[src/verilog/wake_status_regs.vh]
// Register offsets, field positions and reset values of the wakeup status block
`ifndef WAKE_STATUS_REGS_VH
`define WAKE_STATUS_REGS_VH
`define SYSTEM_STATE_ADDR 8'ha1
`define WAKE_SOURCE_FLAGS_ADDR 8'haf
`define WAKE_EDGE_SELECT_ADDR 8'hc7
`define SS_LEVEL_ONE_BIT 5
`define SS_PIN_WAKE_BIT 3
`define SS_TIMER_PULSE_BIT 2
`define SS_SUPPLY_LOSS_BIT 1
`define SS_SUPPLY_PRESENT_BIT 0
`define WF_PULSE_BIT 3
`define WF_PIN_FOUR_BIT 2
`define WF_PIN_THREE_BIT 1
`define WF_PIN_ONE_BIT 0
`define ES_PIN_FOUR_LSB 6
`define ES_PIN_THREE_LSB 4
`define ES_PIN_ONE_LSB 2
`define ES_PIN_TWO_LSB 0
`define EDGE_FALL_A 2'h0
`define EDGE_RISE 2'h1
`define EDGE_ANY 2'h2
`define EDGE_SELECT_RESET 8'h00
`define FLAGS_RESET 8'h00
`define PIN_HOLD_CYCLES 5
`endif

[src/verilog/wake_pin_detect.v]
// Edge detector with level qualification for one wakeup pin
`timescale 1ns/1ps
`include "wake_status_regs.vh"
module wake_pin_detect #(
	parameter HOLD = `PIN_HOLD_CYCLES
) (
	// Clock and reset
	input wire clk_i,
	input wire rst_n_i,
	// Pin and configuration
	input wire pin_i,
	input wire [1:0] edge_sel_i,
	input wire enable_i,
	// Result
	output wire wake_o
);
	reg stable_r;
	reg prev_r;
	reg [3:0] hold_r;
	reg edge_r;
	wire rise;
	wire fall;
	// Count cycles the raw level differs from the accepted level
	always @(posedge clk_i or negedge rst_n_i) begin
		if (!rst_n_i) begin
			stable_r <= 1'b1;
			hold_r <= 4'h0;
		end else if (pin_i == stable_r) begin
			hold_r <= 4'h0;
		end else if (hold_r == HOLD - 1) begin
			// Level held long enough: accept it
			stable_r <= pin_i;
			hold_r <= 4'h0;
		end else begin
			hold_r <= hold_r + 4'h1;
		end
	end
	// Previous accepted level for edge detection
	always @(posedge clk_i or negedge rst_n_i) begin
		if (!rst_n_i) begin
			prev_r <= 1'b1;
		end else begin
			prev_r <= stable_r;
		end
	end
	assign rise = stable_r & ~prev_r;
	assign fall = ~stable_r & prev_r;
	always @* begin
		case (edge_sel_i)
			`EDGE_RISE: edge_r = rise;
			`EDGE_ANY: edge_r = rise | fall;
			default: edge_r = fall;
		endcase
	end
	assign wake_o = enable_i & edge_r;
endmodule

[src/verilog/wakeup_source_status.v]
// Wakeup and reset cause status registers with edge select control
// Operation
// - Level-one reset sets system state bit 5.
// - Any other level reset or wakeup clears bit 5.
// - Pin wakeup from sleep sets system state bit 3.
// - Timer or pulse sleep exit sets system state bit 2.
// - Pulse exit also sets flag bit 3; timer exit clears it.
// - Bit 1 reads one below 1.0 V; drives power-down interrupt if enabled.
// - Bit 0 reads one above 1.1 V, zero below 1.0 V.
// - Pin wakeup sets only the waking pin's flag bit; pin two has none.
// - Level-one reset clears the whole wakeup flag register.
// - Edge codes: 00/11 falling, 01 rising, 10 either.
// - Edge fields: pin four 7:6, three 5:4, one 3:2, two 1:0.
// - Pins three and four wake only with port-zero enable set.
`timescale 1ns/1ps
`include "wake_status_regs.vh"
module wakeup_source_status #(
	parameter HOLD = `PIN_HOLD_CYCLES
) (
	// Clock and reset
	input wire core_clk_i,
	input wire reset_n_i,
	// Reset and wakeup event sources
	input wire level_one_reset_i,
	input wire sleeping_i,
	input wire timer_wake_i,
	input wire energy_pulse_output_i,
	input wire pulse_wake_enable_i,
	input wire supply_recover_i,
	input wire line_supply_low_i,
	input wire line_supply_high_i,
	input wire port_zero_wake_enable_i,
	input wire power_down_int_enable_i,
	// Wakeup pins
	input wire wake_pin_one_i,
	input wire wake_pin_two_i,
	input wire wake_pin_three_i,
	input wire wake_pin_four_i,
	// Special function register port
	input wire [7:0] sfr_addr_i,
	input wire sfr_wr_i,
	input wire [7:0] sfr_wdata_i,
	output reg [7:0] sfr_rdata_o,
	// Results
	output wire wake_o,
	output wire power_down_int_o
);
	reg rst_meta_r;
	reg rst_sync_r;
	reg [7:0] wake_edge_select_reg_r;
	reg [7:0] wake_source_flag_reg_r;
	reg level_one_r;
	reg pin_wake_r;
	reg timer_pulse_r;
	reg supply_loss_flag_r;
	reg supply_present_flag_r;
	wire [3:0] pin_hit;
	wire pin_wake;
	wire pulse_wake;
	wire timer_wake;
	wire other_event;
	wire edge_select_write;
	wire [1:0] pin_one_edge_sel;
	wire [1:0] pin_two_edge_sel;
	wire [1:0] pin_three_edge_sel;
	wire [1:0] pin_four_edge_sel;
	reg [7:0] wake_source_flag_nxt;
	reg [7:0] system_state;
	// field slices of the edge select register
	assign pin_four_edge_sel =
		wake_edge_select_reg_r[`ES_PIN_FOUR_LSB+1:`ES_PIN_FOUR_LSB];
	assign pin_three_edge_sel =
		wake_edge_select_reg_r[`ES_PIN_THREE_LSB+1:`ES_PIN_THREE_LSB];
	assign pin_one_edge_sel =
		wake_edge_select_reg_r[`ES_PIN_ONE_LSB+1:`ES_PIN_ONE_LSB];
	assign pin_two_edge_sel =
		wake_edge_select_reg_r[`ES_PIN_TWO_LSB+1:`ES_PIN_TWO_LSB];
	// Reset release through two flip-flops, so that the release
	// never reaches the status flops close to a clock edge
	always @(posedge core_clk_i or negedge reset_n_i) begin
		if (!reset_n_i) begin
			rst_meta_r <= 1'b0;
			rst_sync_r <= 1'b0;
		end else begin
			rst_meta_r <= 1'b1;
			rst_sync_r <= rst_meta_r;
		end
	end
	wake_pin_detect #(.HOLD(HOLD)) u_pin_one (
		.clk_i(core_clk_i),
		.rst_n_i(rst_sync_r),
		.pin_i(wake_pin_one_i),
		.edge_sel_i(pin_one_edge_sel),
		.enable_i(sleeping_i),
		.wake_o(pin_hit[0])
	);
	wake_pin_detect #(.HOLD(HOLD)) u_pin_two (
		.clk_i(core_clk_i),
		.rst_n_i(rst_sync_r),
		.pin_i(wake_pin_two_i),
		.edge_sel_i(pin_two_edge_sel),
		.enable_i(sleeping_i),
		.wake_o(pin_hit[1])
	);
	// port-zero enable gates pins three and four
	wake_pin_detect #(.HOLD(HOLD)) u_pin_three (
		.clk_i(core_clk_i),
		.rst_n_i(rst_sync_r),
		.pin_i(wake_pin_three_i),
		.edge_sel_i(pin_three_edge_sel),
		.enable_i(sleeping_i & port_zero_wake_enable_i),
		.wake_o(pin_hit[2])
	);
	wake_pin_detect #(.HOLD(HOLD)) u_pin_four (
		.clk_i(core_clk_i),
		.rst_n_i(rst_sync_r),
		.pin_i(wake_pin_four_i),
		.edge_sel_i(pin_four_edge_sel),
		.enable_i(sleeping_i & port_zero_wake_enable_i),
		.wake_o(pin_hit[3])
	);
	// Event qualification; pins win over timer and pulse in one cycle
	// A pin edge seen while awake is dropped, not kept for the next sleep
	assign pin_wake = |pin_hit;
	assign pulse_wake = sleeping_i & ~pin_wake & energy_pulse_output_i &
		pulse_wake_enable_i;
	assign timer_wake = sleeping_i & ~pin_wake & ~pulse_wake & timer_wake_i;
	assign other_event = pin_wake | pulse_wake | timer_wake |
		supply_recover_i;
	assign wake_o = pin_wake | pulse_wake | timer_wake;
	// Only the edge select register takes writes; the two status
	// registers are read only, so writes to them fall away here
	assign edge_select_write = sfr_wr_i &&
		(sfr_addr_i == `WAKE_EDGE_SELECT_ADDR);
	// Edge select register, software writable
	always @(posedge core_clk_i or negedge rst_sync_r) begin
		if (!rst_sync_r) begin
			wake_edge_select_reg_r <= `EDGE_SELECT_RESET;
		end else if (edge_select_write) begin
			wake_edge_select_reg_r <= sfr_wdata_i;
		end
	end
	// Cause word of a wakeup; pin two owns no flag bit, so software
	// tells it apart only by the pin flag in the system state
	always @* begin
		wake_source_flag_nxt = `FLAGS_RESET;
		wake_source_flag_nxt[`WF_PULSE_BIT] = pulse_wake;
		wake_source_flag_nxt[`WF_PIN_FOUR_BIT] = pin_hit[3];
		wake_source_flag_nxt[`WF_PIN_THREE_BIT] = pin_hit[2];
		wake_source_flag_nxt[`WF_PIN_ONE_BIT] = pin_hit[0];
	end
	// Cause flags; level-one reset has priority over any wakeup
	always @(posedge core_clk_i or negedge rst_sync_r) begin
		if (!rst_sync_r) begin
			level_one_r <= 1'b1;
			pin_wake_r <= 1'b0;
			timer_pulse_r <= 1'b0;
			wake_source_flag_reg_r <= `FLAGS_RESET;
		end else if (level_one_reset_i) begin
			level_one_r <= 1'b1;
			pin_wake_r <= 1'b0;
			timer_pulse_r <= 1'b0;
			wake_source_flag_reg_r <= `FLAGS_RESET;
		end else if (other_event) begin
			level_one_r <= 1'b0;
			pin_wake_r <= pin_wake;
			timer_pulse_r <= pulse_wake | timer_wake;
			// Cause word of this event
			wake_source_flag_reg_r <= wake_source_flag_nxt;
		end
	end
	// Supply comparator flags; between thresholds the old value holds
	always @(posedge core_clk_i or negedge rst_sync_r) begin
		if (!rst_sync_r) begin
			supply_loss_flag_r <= 1'b0;
			supply_present_flag_r <= 1'b0;
		end else begin
			if (line_supply_low_i) begin
				supply_loss_flag_r <= 1'b1;
				supply_present_flag_r <= 1'b0;
			end else if (line_supply_high_i) begin
				supply_loss_flag_r <= 1'b0;
				supply_present_flag_r <= 1'b1;
			end
		end
	end
	assign power_down_int_o = power_down_int_enable_i & supply_loss_flag_r;
	// Status word from the field positions; reserved bits read zero
	always @* begin
		system_state = 8'h00;
		system_state[`SS_LEVEL_ONE_BIT] = level_one_r;
		system_state[`SS_PIN_WAKE_BIT] = pin_wake_r;
		system_state[`SS_TIMER_PULSE_BIT] = timer_pulse_r;
		system_state[`SS_SUPPLY_LOSS_BIT] = supply_loss_flag_r;
		system_state[`SS_SUPPLY_PRESENT_BIT] = supply_present_flag_r;
	end
	// Registered read data; unmapped addresses read zero
	always @(posedge core_clk_i or negedge rst_sync_r) begin
		if (!rst_sync_r) begin
			sfr_rdata_o <= 8'h00;
		end else begin
			case (sfr_addr_i)
				`SYSTEM_STATE_ADDR: sfr_rdata_o <= system_state;
				`WAKE_SOURCE_FLAGS_ADDR: sfr_rdata_o <= wake_source_flag_reg_r;
				`WAKE_EDGE_SELECT_ADDR: sfr_rdata_o <= wake_edge_select_reg_r;
				default: sfr_rdata_o <= 8'h00;
			endcase
		end
	end
endmodule
[config.mk]
export PLATFORM = sky130hd
export DESIGN_NAME = wakeup_source_status
export DESIGN_NICKNAME = d
export VERILOG_FILES = /design/src/verilog/wake_pin_detect.v /design/src/verilog/wakeup_source_status.v
export VERILOG_INCLUDE_DIRS = /design/src /design/src/verilog
export SDC_FILE = /design/constraint.sdc
export NUM_CORES = 1
export LEC_CHECK = 0
export BUFFER_PORTS_ARGS = -buffer_cell sky130_fd_sc_hd__buf_2
export CAP_MARGIN = 30
export CORE_UTILIZATION = 58
export CTS_BUF_LIST = sky130_fd_sc_hd__clkbuf_8
export DETAILED_ROUTE_END_ITERATION = 7
export PLACE_DENSITY = 0.84
export SYNTH_ARGS = -nofsm -noshare
export SYNTH_HDL_FRONTEND = slang
export SYNTH_SLANG_ARGS = --single-unit
[constraint.sdc]
create_clock -name core_clk_i -period 2 [get_ports core_clk_i]
set_clock_uncertainty 0.05 [all_clocks]
set_input_delay 0.3 -clock core_clk_i [delete_from_list [all_inputs] [get_ports core_clk_i]]
set_output_delay 0.3 -clock core_clk_i [all_outputs]
set_load 0.01 [all_outputs]
==> results.txt <==
----------------------------------------------------
[Run status]
  Outcome ... finished, violations left
  Violations in the final reports ... setup timing

[Yosys]
  Xor-xnor portion of the synthesized cell area ... approximately 1.3%
  Count of cell types in the netlist ... 42
  Basic-gate share of the synthesized area counting and, or, nand and nor cells ... ~16%
  Largest family of logic cells by synthesized area ... simple AND/OR/NAND/NOR gates
  Mapped cell area ... 2670 um^2
  Mean post-synth cell area ... 11.4 um^2
  Ys async rst share ... 100%
  Number of synthesized flops with an enable pin ... 0
  Count of synthesis-stage warnings from yosys ... 0
  Synthesis-stage register bit count ... 51
  Part of the Yosys area used for sequential elements ... 48.3%
  Fraction of the mapped netlist area in adder cells ... 11.3%
  Post-synthesis mux area share ... 6.62%
  Synthesized netlist net count ... 290
  Area fraction in compound gates after synthesis ... between 10% and 20%
  Synth Instances ... between 200 and 250
  Top FF cell, synth ... dfrtp_1

[Power and ir drop]
  Relative contribution of the clock network to total power ... 22.1%
  Share of power burned in registers ... 44.7%
  Switching Fraction ... 31.8%
  Final total power ... 3.32 mW
  Part of the power in combinational logic ... about a third
  VDD IR max ... between 0.0006 and 0.0007 V
  Total power density per cell area ... just over 1000 nW/um^2
  Leak Pwr ... 1.63 nW
  Switching Power ... 1.06 mW
  Int Power ... 2.26 mW

[Die]
  Die ar. ... between 4000 and 5000 um^2
  Starting density of the core ... 60.8%
  Rows ... 24
  Area of the placeable core ... 4380 um^2
  Die Width ... about 70 um
  Vertical extent of the die ... 69.8 um
  I/O pins ... 43

[Clocking]
  Number of sinks driven by the clock tree ... slightly above 50
  TritonCTS clock tree ... built
  Num CTS Buffers ... 5
  Clock latency reported for the late side of the worst-skew pair ... 310 ps
  CTS clk-pin slew, worst paths ... 90 ps
  H-tree depth reported by CTS ... 2
  Maximum count of clock buffers along a single path ... 2
  Clock root buffer master ... clkbuf_8

[Global routing]
  Largest net degree at the start of global routing ... 35
  Via count of the first global-routing pass ... 1914
  Aggregate global routing overflow ... 0
  Global-route wire length before repair ... 8590 um
  Total global-route track usage ... between 20% and 30%
  Antenna violations before repair ... 0

[Drt]
  Detailed router's first-iteration violation count ... 101
  DRC Markers ... 0
  Met3 Wirelength ... 254 um
  Number of iterations in the first detailed-routing pass ... 4
  Vias per std cell ... around 5.3
  Wire length reported by the detailed router ... 5050 um
  Routed length on met2 ... 2440 um
  Post-DRT Antenna Nets ... 0
  Topmost layer with routed signal wires ... met4
  Number of vias in the routed layout ... 1839
  Routed length on met1 ... 2250 um
  Average routed wire per standard cell ... 14.6 um

[STA]
  Share of the clock period used by the worst path ... 117%
  Worst hold slack after final layout ... 98.8 ps
  Max frequency ... 429 MHz
  Number of hold violations in the final report ... 0
  Final setup violation count ... 1
  Post-layout minimum cycle time ... 2330 ps
  RSZ-0062 raised after global routing ... true
  Number of max-slew violations in the final report ... 0
  Worst setup margin ... -333 ps

[Layout]
  Final net count ... 349
  Post-synthesis to final-layout area growth ... 21.1%
  Utilization after layout ... 73.6%
  Most frequent standard cell in the layout excluding fill and tap cells ... buf_2
  Top library cells by usage in the layout, fill and taps aside ... buf_2, dfrtp_1, inv_1
  Number of filler instances in the final layout ... 293
  Antenna Cells ... 0
  Fraction of final layout cells sized beyond drive strength 1 ... 35.2%
  Final instance area ... 3230 um^2

[Setup path]
  Crit path DAT ... 1980 ps
  Worst Reg-to-Reg Cells ... 7
  Crit end category ... primary output
  Required time at the worst-slack endpoint ... 1650 ps
  Largest fanout of any net on the critical path ... 2
  Launching element type of the critical path ... flip-flop
  Critical setup path kind ... flip-flop to primary output

[Placed design]
  Weighted congestion at the end of routability-driven global placement ... 0.774
  IO buf count ... 42
  Placed standard-cell area ... 3020 um^2
  Post-placement setup slack ... -54.9 ps
  Half-perimeter wire length after detailed placement ... 3630 um

[Hold path]
  Hold-critical path depth ... 2
  Worst hold path class ... input pin to flip-flop

[Run]
  Max-cap violation count ... 0

----------------------------------------------------
==> kinds of logic (layout without fill, tap and decap cells) <==
family / count (synthesis) / after routing
buffers and inverters: 36 / 96
xor gates and xnor gates: 4 / 4
muxes: 13 / 13
AOI/OAI and AO/OA: 34 / 34
adders and majority gates: 24 / 24
other: 1 / 1
DFF: 51 / 51
and+or+nand+nor: 70 / 70
==> cells in the mapped netlist (3+ instances only) <==
| library cell | n | area (um^2) |
|---|---|---|
| a211oi_1 | 3 | 22.5 |
| and3_1 | 3 | 18.8 |
| dfrtp_1 | 42 | 1050 |
| and2_1 | 4 | 25.0 |
| a222oi_1 | 4 | 40.0 |
| mux2_2 | 5 | 56.3 |
| inv_1 | 33 | 124 |
| nand3_1 | 4 | 20.0 |
| dfstp_2 | 9 | 236 |
| nand2_1 | 5 | 18.8 |
| nor2b_1 | 9 | 56.3 |
| xnor2_1 | 4 | 35.0 |
| ha_1 | 24 | 300 |
| nor2_1 | 13 | 48.8 |
| nor3_1 | 4 | 20.0 |
| nand3b_1 | 7 | 52.6 |
| nand2b_1 | 11 | 68.8 |
| mux2_4 | 8 | 120 |
| a21oi_1 | 11 | 55.1 |
==> path summary, 6_finish.rpt <==
kind                                    from                        end  slack, ps
max                        u_pin_four.prev_r                     wake_o       -330
min                        line_supply_low_i      supply_present_flag_r        100
max reg2reg                u_pin_four.prev_r  wake_source_flag_reg_r[1]         80
min reg2reg                       rst_sync_r        u_pin_one.hold_r[0]        130
max in group asynchronous         rst_sync_r           u_pin_one.prev_r       1200
min in group asynchronous         rst_sync_r        u_pin_one.hold_r[0]        130
==> routing by layer <==
layer | vias up | GRT usage (%)
li1 | 911 | -
met1 | 864 | 29.0
met2 | 53 | 37.6
met3 | 11 | 5.52
met4 | 0 | 10.0
met5 | - | 0
==> stage by stage <==
stage | TNS, ps | cells
after global routing | -388 | 345
after detailed placement | -54.9 | 334
after global placement | -14.0 | 334
after floorplan | 0 | 233
after CTS | -326 | 345
final | -333 | 345
==> power groups by stage <==
stage | combinational [mW] | clock (mW) | sequential (mW)
final | 1.10 | 0.733 | 1.48
after detailed placement | 0.976 | 0 | 1.48
after global placement | 0.917 | 0 | 1.47
after CTS | 1.09 | 0.755 | 1.48
after global routing | 1.25 | 0.788 | 1.51
after floorplan | 0.676 | 0 | 1.46
==> critical path, cell delays in order, from the launching register on <==
cell and delay (ps):
dfstp_2 550, inv_2 50, ha_4 260, nor2b_2 40, o311ai_4 310, nand4_4 120, o21a_1 220, buf_2 140
==> state kept, by name, indices dropped and copies added, names as in the netlist, 4 cells and up <==
| name | count |
|---|---|
| sfr_rdata_o | 8 |
| wake_edge_select_reg_r | 8 |
| u_pin_four.hold_r | 4 |
| u_pin_one.hold_r | 4 |
| u_pin_three.hold_r | 4 |
| u_pin_two.hold_r | 4 |
| wake_source_flag_reg_r | 4 |
==> cell type report <==
class	count	area, um^2	share of cell area, %
well taps	52	65.1	2.02
multi-input cells	146	1310	40.6
flip-flops and latches	51	1290	39.9
clock buffers	6	82.6	2.56
inverters	33	124	3.84
repair buffers	55	323	10.0
clock inverters	2	35.0	1.09
==> what timing repair did <==
item,CTS,global route
endpoints found under the hold margin,2,0
hold buffers,1,0
pin swaps,8,6
setup endpoints to repair,1,1
setup buffers,2,0
gates resized for setup,11,3
Note: power is estimated with default switching activity, not from simulation.
